--- src/design/mba_pkg.sv ---
// Package: constants and carrier types of the Modbus ASCII read/write and exception handler
`default_nettype none
package mba_pkg;
    // Frame characters
    localparam logic [7:0] CH_COLON = 8'h3A;
    localparam logic [7:0] CH_CR    = 8'h0D;
    localparam logic [7:0] CH_LF    = 8'h0A;
    localparam logic [7:0] CH_0     = 8'h30;
    localparam logic [7:0] CH_9     = 8'h39;
    localparam logic [7:0] CH_A     = 8'h41;
    localparam logic [7:0] CH_F     = 8'h46;
    localparam logic [7:0] HEX_TEN  = 8'h0A;
    // Function and error codes
    localparam logic [7:0] FN_RDWR  = 8'h17;
    localparam logic [7:0] EXC_BIT  = 8'h80;
    localparam logic [7:0] ERR_FUNC = 8'h01;
    localparam logic [7:0] ERR_ADDR = 8'h02;
    localparam logic [7:0] ERR_DATA = 8'h03;
    // Implemented register window
    localparam logic [15:0] ADDR_MIN = 16'h0040;
    localparam logic [15:0] ADDR_MAX = 16'h0058;
    // Byte positions in a function 17 request
    localparam int POS_ADR  = 0;
    localparam int POS_FN   = 1;
    localparam int POS_RADR = 2;
    localparam int POS_RCNT = 4;
    localparam int POS_WADR = 6;
    localparam int POS_WCNT = 8;
    localparam int POS_BCNT = 10;
    localparam int POS_WDAT = 11;
    localparam int RQ_FIXED = 12;
    // Response header: address, function, byte count or error code
    localparam int RD_HDR   = 3;

    typedef enum logic [3:0] {
        ST_IDLE   = 4'h0,
        ST_RECV   = 4'h1,
        ST_LFWAIT = 4'h2,
        ST_CHECK  = 4'h3,
        ST_WRITE  = 4'h4,
        ST_READ   = 4'h5,
        ST_RDLAT  = 4'h6,
        ST_SOF    = 4'h7,
        ST_HI     = 4'h8,
        ST_LO     = 4'h9,
        ST_CHK_HI = 4'hA,
        ST_CHK_LO = 4'hB,
        ST_CR     = 4'hC,
        ST_LF     = 4'hD,
        ST_DONE   = 4'hE
    } mba_state_type;

    typedef struct packed {
        logic       valid;
        logic [7:0] data;
    } mba_char_type;

    typedef struct packed {
        logic        wr;
        logic        rd;
        logic [15:0] addr;
        logic [15:0] wdata;
    } mba_reg_type;
endpackage
`default_nettype wire

--- src/design/mba_handler.sv ---
// Module: Modbus ASCII slave request handler for function 17 and exception replies
//
// Summary of operation
// - Request fields: read adr/cnt, write adr/cnt, bytes, data
// - Byte count is twice write count; words written
// - Reply echoes function, byte count, read words
// - Unsupported function answered with error 01
// - Register address out of range gives error 02
// - Malformed data field gives error 03
// - Exception function code is request code plus 80H
// - Exception frame: address, function, error, LRC
// - Start address 0100H is out of range
`timescale 1ns/1ps
`default_nettype none
module mba_handler #(
    parameter int DEPTH    = 64,
    parameter int MAX_REGS = 16
) (
    input  wire logic                  mclk,
    input  wire logic                  rst,
    input  wire logic [7:0]            slave_addr,
    input  wire mba_pkg::mba_char_type rx,
    input  wire logic                  tx_ready,
    output var  mba_pkg::mba_char_type tx,
    output var  mba_pkg::mba_reg_type  reg_req,
    input  wire logic [15:0]           reg_rdata
);
    localparam int IW = $clog2(DEPTH);

    mba_pkg::mba_state_type state_ff, nxt_state;
    mba_pkg::mba_char_type  tx_ff, nxt_tx;
    mba_pkg::mba_reg_type   reg_ff, nxt_reg;
    logic [7:0]    buf_ff [DEPTH];
    logic [IW:0]   cnt_ff, nxt_cnt, idx_ff, nxt_idx, len_ff, nxt_len;
    logic [3:0]    hi_ff, nxt_hi;
    logic          half_ff, nxt_half, exc_ff, nxt_exc;
    logic [7:0]    lrc_ff, nxt_lrc;
    logic          we0, we1;
    logic [IW-1:0] wa0, wa1;
    logic [7:0]    wd0, wd1, cur, lrc_neg;
    logic [4:0]    hv;
    logic          go, lrc_ok, len_ok, rng_ok, fn_ok, chk_go;
    logic [15:0]   rd_adr, rd_cnt, wr_adr, wr_cnt;
    // Read span kept aside; reply data overwrites its bytes in the buffer
    logic [15:0]   rda_ff, nxt_rda, rdc_ff, nxt_rdc;
    logic [7:0]    bcnt;

    // Returns {is_hex, nibble}; upper-case digits only, as the line uses
    function automatic logic [4:0] hex_val(input logic [7:0] c);
        if (c >= mba_pkg::CH_0 && c <= mba_pkg::CH_9) return {1'b1, c[3:0]};
        if (c >= mba_pkg::CH_A && c <= mba_pkg::CH_F) return {1'b1, c[3:0] + 4'h9};
        return 5'h00;
    endfunction

    function automatic logic [7:0] hex_chr(input logic [3:0] n);
        if ({4'h0, n} < mba_pkg::HEX_TEN) return mba_pkg::CH_0 + {4'h0, n};
        return mba_pkg::CH_A - mba_pkg::HEX_TEN + {4'h0, n};
    endfunction

    assign rd_adr  = {buf_ff[mba_pkg::POS_RADR], buf_ff[mba_pkg::POS_RADR+1]};
    assign rd_cnt  = {buf_ff[mba_pkg::POS_RCNT], buf_ff[mba_pkg::POS_RCNT+1]};
    assign wr_adr  = {buf_ff[mba_pkg::POS_WADR], buf_ff[mba_pkg::POS_WADR+1]};
    assign wr_cnt  = {buf_ff[mba_pkg::POS_WCNT], buf_ff[mba_pkg::POS_WCNT+1]};
    assign bcnt    = buf_ff[mba_pkg::POS_BCNT];
    assign cur     = buf_ff[idx_ff[IW-1:0]];
    assign lrc_neg = ~lrc_ff + 8'h01;
    assign go      = !tx_ff.valid || tx_ready;
    assign hv      = hex_val(rx.data);
    // Sum over address..LRC is zero when the LRC matches
    assign lrc_ok  = lrc_ff == 8'h00 && !half_ff && cnt_ff > (IW+1)'(2);
    assign fn_ok   = buf_ff[mba_pkg::POS_FN] == mba_pkg::FN_RDWR;
    assign chk_go  = state_ff == mba_pkg::ST_CHECK && lrc_ok
                     && buf_ff[mba_pkg::POS_ADR] == slave_addr;
    // Counts are capped so read data and write data both fit the buffer
    assign len_ok  = rd_cnt != 16'h0000 && int'(rd_cnt) <= MAX_REGS
                     && wr_cnt != 16'h0000 && int'(wr_cnt) <= MAX_REGS
                     && {8'h00, bcnt} == {wr_cnt[14:0], 1'b0}
                     && int'(cnt_ff) == mba_pkg::RQ_FIXED + int'(bcnt);
    assign rng_ok  = rd_adr >= mba_pkg::ADDR_MIN && wr_adr >= mba_pkg::ADDR_MIN
                     && {1'b0, rd_adr} + {1'b0, rd_cnt} <= {1'b0, mba_pkg::ADDR_MAX} + 17'h00001
                     && {1'b0, wr_adr} + {1'b0, wr_cnt} <= {1'b0, mba_pkg::ADDR_MAX} + 17'h00001;

    always_comb begin
        nxt_state = state_ff;
        nxt_cnt   = cnt_ff;
        nxt_idx   = idx_ff;
        nxt_len   = len_ff;
        nxt_hi    = hi_ff;
        nxt_half  = half_ff;
        nxt_exc   = exc_ff;
        nxt_lrc   = lrc_ff;
        nxt_rda   = rda_ff;
        nxt_rdc   = rdc_ff;
        nxt_tx    = '{valid: tx_ff.valid && !tx_ready, data: tx_ff.data};
        nxt_reg   = '{wr: 1'b0, rd: 1'b0, addr: reg_ff.addr, wdata: reg_ff.wdata};
        we0 = 1'b0;
        we1 = 1'b0;
        wa0 = '0;
        wa1 = '0;
        wd0 = 8'h00;
        wd1 = 8'h00;
        case (state_ff)
            mba_pkg::ST_IDLE: begin
                if (rx.valid && rx.data == mba_pkg::CH_COLON) begin
                    nxt_cnt   = '0;
                    nxt_lrc   = 8'h00;
                    nxt_half  = 1'b0;
                    nxt_state = mba_pkg::ST_RECV;
                end
            end
            mba_pkg::ST_RECV: begin
                if (rx.valid) begin
                    if (hv[4] && !half_ff) begin
                        nxt_hi   = hv[3:0];
                        nxt_half = 1'b1;
                    end else if (hv[4]) begin
                        nxt_half = 1'b0;
                        if (int'(cnt_ff) == DEPTH) begin
                            nxt_state = mba_pkg::ST_IDLE;
                        end else begin
                            we0     = 1'b1;
                            wa0     = cnt_ff[IW-1:0];
                            wd0     = {hi_ff, hv[3:0]};
                            nxt_lrc = lrc_ff + {hi_ff, hv[3:0]};
                            nxt_cnt = cnt_ff + (IW+1)'(1);
                        end
                    end else if (rx.data == mba_pkg::CH_COLON) begin
                        // A fresh colon restarts the frame
                        nxt_cnt  = '0;
                        nxt_lrc  = 8'h00;
                        nxt_half = 1'b0;
                    end else if (rx.data == mba_pkg::CH_CR) begin
                        nxt_state = mba_pkg::ST_LFWAIT;
                    end else begin
                        nxt_state = mba_pkg::ST_IDLE;
                    end
                end
            end
            mba_pkg::ST_LFWAIT: begin
                if (rx.valid) begin
                    nxt_state = rx.data == mba_pkg::CH_LF ? mba_pkg::ST_CHECK : mba_pkg::ST_IDLE;
                end
            end
            mba_pkg::ST_CHECK: begin
                nxt_state = mba_pkg::ST_IDLE;
                if (chk_go) begin
                    nxt_idx   = '0;
                    nxt_len   = (IW+1)'(mba_pkg::RD_HDR);
                    nxt_exc   = 1'b1;
                    nxt_state = mba_pkg::ST_SOF;
                    we0 = 1'b1;
                    wa0 = IW'(mba_pkg::POS_FN);
                    wd0 = buf_ff[mba_pkg::POS_FN] | mba_pkg::EXC_BIT;
                    we1 = 1'b1;
                    wa1 = IW'(mba_pkg::RD_HDR - 1);
                    if (!fn_ok) begin
                        wd1 = mba_pkg::ERR_FUNC;
                    end else if (!len_ok) begin
                        wd1 = mba_pkg::ERR_DATA;
                    end else if (!rng_ok) begin
                        wd1 = mba_pkg::ERR_ADDR;
                    end else begin
                        we0       = 1'b0;
                        we1       = 1'b0;
                        nxt_exc   = 1'b0;
                        nxt_rda   = rd_adr;
                        nxt_rdc   = rd_cnt;
                        nxt_state = mba_pkg::ST_WRITE;
                    end
                end
            end
            mba_pkg::ST_WRITE: begin
                // Writes finish before reads reuse the buffer tail
                if (16'(idx_ff) == wr_cnt) begin
                    nxt_idx   = '0;
                    nxt_state = mba_pkg::ST_READ;
                end else begin
                    nxt_reg.wr    = 1'b1;
                    nxt_reg.addr  = wr_adr + 16'(idx_ff);
                    nxt_reg.wdata = {buf_ff[mba_pkg::POS_WDAT + 2*int'(idx_ff)],
                                     buf_ff[mba_pkg::POS_WDAT + 2*int'(idx_ff) + 1]};
                    nxt_idx       = idx_ff + (IW+1)'(1);
                end
            end
            mba_pkg::ST_READ: begin
                if (16'(idx_ff) == rdc_ff) begin
                    nxt_idx   = '0;
                    nxt_len   = (IW+1)'(mba_pkg::RD_HDR + 2*int'(rdc_ff));
                    we0       = 1'b1;
                    wa0       = IW'(mba_pkg::RD_HDR - 1);
                    wd0       = {rdc_ff[6:0], 1'b0};
                    nxt_state = mba_pkg::ST_SOF;
                end else begin
                    nxt_reg.rd   = 1'b1;
                    nxt_reg.addr = rda_ff + 16'(idx_ff);
                    nxt_state    = mba_pkg::ST_RDLAT;
                end
            end
            mba_pkg::ST_RDLAT: begin
                we0       = 1'b1;
                wa0       = IW'(mba_pkg::RD_HDR + 2*int'(idx_ff));
                wd0       = reg_rdata[15:8];
                we1       = 1'b1;
                wa1       = IW'(mba_pkg::RD_HDR + 2*int'(idx_ff) + 1);
                wd1       = reg_rdata[7:0];
                nxt_idx   = idx_ff + (IW+1)'(1);
                nxt_state = mba_pkg::ST_READ;
            end
            mba_pkg::ST_SOF: begin
                if (go) begin
                    nxt_tx    = '{valid: 1'b1, data: mba_pkg::CH_COLON};
                    nxt_lrc   = 8'h00;
                    nxt_state = mba_pkg::ST_HI;
                end
            end
            mba_pkg::ST_HI: begin
                if (go) begin
                    nxt_tx    = '{valid: 1'b1, data: hex_chr(cur[7:4])};
                    nxt_lrc   = lrc_ff + cur;
                    nxt_state = mba_pkg::ST_LO;
                end
            end
            mba_pkg::ST_LO: begin
                if (go) begin
                    nxt_tx    = '{valid: 1'b1, data: hex_chr(cur[3:0])};
                    nxt_idx   = idx_ff + (IW+1)'(1);
                    nxt_state = idx_ff + (IW+1)'(1) == len_ff ? mba_pkg::ST_CHK_HI : mba_pkg::ST_HI;
                end
            end
            mba_pkg::ST_CHK_HI: begin
                if (go) begin
                    nxt_tx    = '{valid: 1'b1, data: hex_chr(lrc_neg[7:4])};
                    nxt_state = mba_pkg::ST_CHK_LO;
                end
            end
            mba_pkg::ST_CHK_LO: begin
                if (go) begin
                    nxt_tx    = '{valid: 1'b1, data: hex_chr(lrc_neg[3:0])};
                    nxt_state = mba_pkg::ST_CR;
                end
            end
            mba_pkg::ST_CR: begin
                if (go) begin
                    nxt_tx    = '{valid: 1'b1, data: mba_pkg::CH_CR};
                    nxt_state = mba_pkg::ST_LF;
                end
            end
            mba_pkg::ST_LF: begin
                if (go) begin
                    nxt_tx    = '{valid: 1'b1, data: mba_pkg::CH_LF};
                    nxt_state = mba_pkg::ST_DONE;
                end
            end
            mba_pkg::ST_DONE: begin
                if (go) begin
                    nxt_state = mba_pkg::ST_IDLE;
                end
            end
            default: nxt_state = mba_pkg::ST_IDLE;
        endcase
    end

    always_ff @(posedge mclk) begin
        if (rst) begin
            state_ff <= mba_pkg::ST_IDLE;
            cnt_ff   <= '0;
            idx_ff   <= '0;
            len_ff   <= '0;
            hi_ff    <= 4'h0;
            half_ff  <= 1'b0;
            exc_ff   <= 1'b0;
            lrc_ff   <= 8'h00;
            rda_ff   <= 16'h0000;
            rdc_ff   <= 16'h0000;
            tx_ff    <= '0;
            reg_ff   <= '0;
        end else begin
            state_ff <= nxt_state;
            cnt_ff   <= nxt_cnt;
            idx_ff   <= nxt_idx;
            len_ff   <= nxt_len;
            hi_ff    <= nxt_hi;
            half_ff  <= nxt_half;
            exc_ff   <= nxt_exc;
            lrc_ff   <= nxt_lrc;
            rda_ff   <= nxt_rda;
            rdc_ff   <= nxt_rdc;
            tx_ff    <= nxt_tx;
            reg_ff   <= nxt_reg;
        end
    end

    // Frame buffer needs no reset; contents are only read after being written
    always_ff @(posedge mclk) begin
        if (we0) buf_ff[wa0] <= wd0;
        if (we1) buf_ff[wa1] <= wd1;
    end

    assign tx      = tx_ff;
    assign reg_req = reg_ff;
endmodule // mba_handler
`default_nettype wire

--- config.mk ---
export PLATFORM = sky130hd
export DESIGN_NAME = mba_handler
export DESIGN_NICKNAME = d
export VERILOG_FILES = /design/src/design/mba_pkg.sv /design/src/design/mba_handler.sv
export SDC_FILE = /design/constraint.sdc
export NUM_CORES = 2
export LEC_CHECK = 0
export ABC_CLOCK_PERIOD_IN_PS = 4450
export BUFFER_PORTS_ARGS = -buffer_cell sky130_fd_sc_hd__buf_2
export CORE_UTILIZATION = 55
export DETAILED_ROUTE_END_ITERATION = 10
export PLACE_DENSITY = 0.71
export RECOVER_POWER = 50
export SLEW_MARGIN = 30
export SYNTH_ARGS = -nofsm -noshare
export SYNTH_HDL_FRONTEND = slang
export SYNTH_SLANG_ARGS = --single-unit
export TNS_END_PERCENT = 10
--- constraint.sdc ---
create_clock -name mclk -period 4.45 [get_ports mclk]
set_input_delay 0.445 -clock mclk [delete_from_list [all_inputs] [get_ports mclk]]
set_output_delay 0.445 -clock mclk [all_outputs]
set_load 0.05 [all_outputs]
==> results.tsv <==
stage	metric	value	unit
final_layout	drive_gt1_frac	0.229	
final_layout	syn_to_final_growth	13.8	%
die	die_y	262	um
critical_path	r2r_setup_slack	50	ps
critical_path	end_kind	register	
timing	rsz0062_at_grt	true	
synth	syn_area	37200	sq um
die	rows	94	
critical_path	crit_required	5030	ps
synth	postSynthAreaPerCell	12.0	sq um
detailed_routing	totalWireLength	139	mm
timing	layout_min_cycle_time	4400	ps
die	fp.dieW	262	um
synth	syn-num-nets	3213	
run	cap_violations	0	
die	initial_core_util	0.561	
synth	muxShareOfSynthArea	0.203	
timing	drv_slew	0	
synth	synth-xor-area-share	0.0299	
synth	yosys_warnings	0	
clocking	postCtsHoldBufs	0	
status	outcome	complete, no violations	
timing	finalHoldWorstSlack	169	ps
final_layout	nets	3381	
timing	fin_crit_sh	0.989	
clocking	htree_levels	3	
synth	async_flop_share	0	
synth	synthFlopType	edfxtp_1	
detailed_routing	first_pass_iters	7	
clocking	cts_sinks	630	
pwr	p_leak	14.9	nW
grt	gr-usage-met2	0.594	
detailed_routing	num_vias	30400	
grt	use_met3	0.129	
die	io_pins	79	
timing	setup_viol	0	
grt	use_met1	0.539	
hold_path	min_path_type	primary input to register	
clocking	post_cts.repair.setup_buffers	0	
clocking	cts_buffer_depth	3	
synth	synth_top_family_by_area	multiplexers	
grt	track_usage	0.407	
detailed_routing	ant_nets	0	
clocking	cts_tree	done	
synth	synth_cells	3096	
critical_path	path_max_fanout	8	
detailed_routing	routedWlPerCell	33.2	um
timing	clock_skew	52.3	ps
detailed_routing	via_per_inst	7.27	
grt	top_usage_layer	met2	
critical_path	start_kind	register	
placement	gp_congestion	1.09	
timing	fin_ws	47.6	ps
critical_path	critPathKind	register to register	
clocking	worstSkewPairLatency	650	ps
synth	synth_compound_area_frac	0.118	
placement	dp_slack	2.28	ps
die	dieArea	68700	sq um
detailed_routing	initialDrtViolationCount	4677	
pwr	peakVddDrop	0.000353	V
synth	seq_area_frac_synth	0.477	
clocking	path_clk_slew	60	ps
synth	synth_top_area_share	0.413	
clocking	cts_buffers	71	
grt	grt_max_degree	92	
synth	synthTopCellsByArea	edfxtp_1 (41%), mux4_2 (17%), dfxtp_1 (6.3%)	
synth	synth_edf_count	512	
pwr	powerDensity	294	nW/um^2
clocking	ctsRootBufferMaster	clkbuf_16	
synth	synthAdderAreaFrac	0.0284	
placement	dpl.hpwl	99.9	mm
placement	port_buffers	77	
timing	worstMarginPinSlew	1020	ps
die	core	66300	sq um
grt	antenna_found_initial	6	
synth	yosys.area_share.simple	0.108	
timing	hold_viol_final	0	
grt	grt_pass1_vias	28900	
final_layout	postLayoutCoreUtil	0.639	
timing	slew_headroom	0.317	
detailed_routing	drc	0	
synth	synth_cell_types	92	
synth	ys_ff_latch	630	
critical_path	arrival	4980	ps
grt	overflow	0	
timing	max_freq	0.227	GHz
grt	grt_pass1_wl	198	mm
synth	synth_top_area_cell	edfxtp_1	
stage by stage:
step	area, sq um	TNS, ps	instances	power (W)
2_1_floorplan	37200	0	3096	0.00645
3_3_place_gp	40000	0	4054	0.00649
3_5_place_dp	40000	0	4054	0.00649
4_1_cts	42400	0	4184	0.0124
5_1_grt	42400	-98.7	4186	0.0127
6_report	42400	0	4187	0.0124
placed cells by master, fill, tap and decap left out, types with 10 or more instances in the layout:
cell type  instances
edfxtp_1         512
nor2_1           290
mux4_2           287
nand2_1          249
buf_4            248
a21oi_1          218
o21ai_0          192
dfxtp_1          114
mux2i_1           83
ha_1              74
clkbuf_16         73
xnor2_1           72
nand3_1           71
nor3_1            58
a211oi_1          52
clkbuf_1          51
xor2_1            49
inv_1             47
buf_2             42
a22oi_1           26
nor2b_1           24
a31oi_1           24
and2_1            22
a221oi_1          22
nor4_1            20
nand4_1           20
a21o_1            19
o21bai_1          18
nor3b_1           17
buf_12            17
o21ai_1           16
and3_1            16
nand2b_1          15
o211ai_1          14
clkinv_2          13
a22o_1            12
o21a_1            11
o2111ai_1         11
o22ai_1           10
logic make-up after synthesis:
family,after synthesis
other,1
DFF,630
and+or+nand+nor,864
xor gates and xnor gates,126
AOI/OAI and AO/OA,715
adders and majority gates,81
muxes,383
buffers and inverters,296
routing by layer:
layer	up-vias	wire, um
met2	2675	59900
met1	14800	49200
met5	-	175
li1	12400	-
met4	10	9220
met3	518	20400
critical path: stages, from the launching register on:
cell      delay [ps]
dfxtp_4          420
buf_12           150
mux4_2           500
a22o_1           230
a221oi_1         440
o21ai_0          300
a211o_1          360
ha_1             300
a21o_1           160
a21oi_1          220
o21bai_1         100
a21oi_1          220
o21ai_0          150
xnor2_1          160
o22a_1           190
or3_1            300
a21oi_1          140
cell type report:
cell class	count	area (sq um)
antenna	2	5.00
clock inverter	37	444
inverter	48	180
sequential	630	17700
timing repair buffer	343	2550
clock buffer	93	1940
fill	5058	24000
multi-input combinational	2170	18400
tap	864	1080
cells in the mapped netlist, drive strengths merged (54+ instances only):
library cell,instances
edfxtp,512
ha,75
mux4,295
nand3,71
o21ai,210
mux2i,83
nor3,61
buf,83
clkbuf,165
a21oi,222
a211oi,54
nand2,249
nor2,292
dfxtp,118
xnor2,74
state kept, by name, summed over array words and instances, names as in the netlist, named ones only:
name,cells
lrc_ff,8
half_ff,1
buf_ff,512
tx,8
cnt_ff,7
state_ff,4
hi_ff,4
idx_ff,7
len_ff,7
reg_req,34
rdc_ff,16
rda_ff,16
repair_timing:
action                                 in CTS  in global routing
resized for setup                           0                  3
setup endpoints to repair                   0                 51
endpoints found under the hold margin       0                  0
power breakdown:
group / switching, W / internal, W
clock network: 0.00258 / 0.00349
registers: 0.00000290 / 0.00628
logic: 0.0000604 / 0.0000265
final timing paths:
path | from | to | cells past startpoint
max reg2reg | register | lrc_ff[7] | 16
max | register | lrc_ff[7] | 16
min reg2reg | reg_req[20] | reg_req[20] | 2
min | reg_rdata[6] | buf_ff[2][6] | 3
Note: power is estimated with default switching activity, not from simulation.
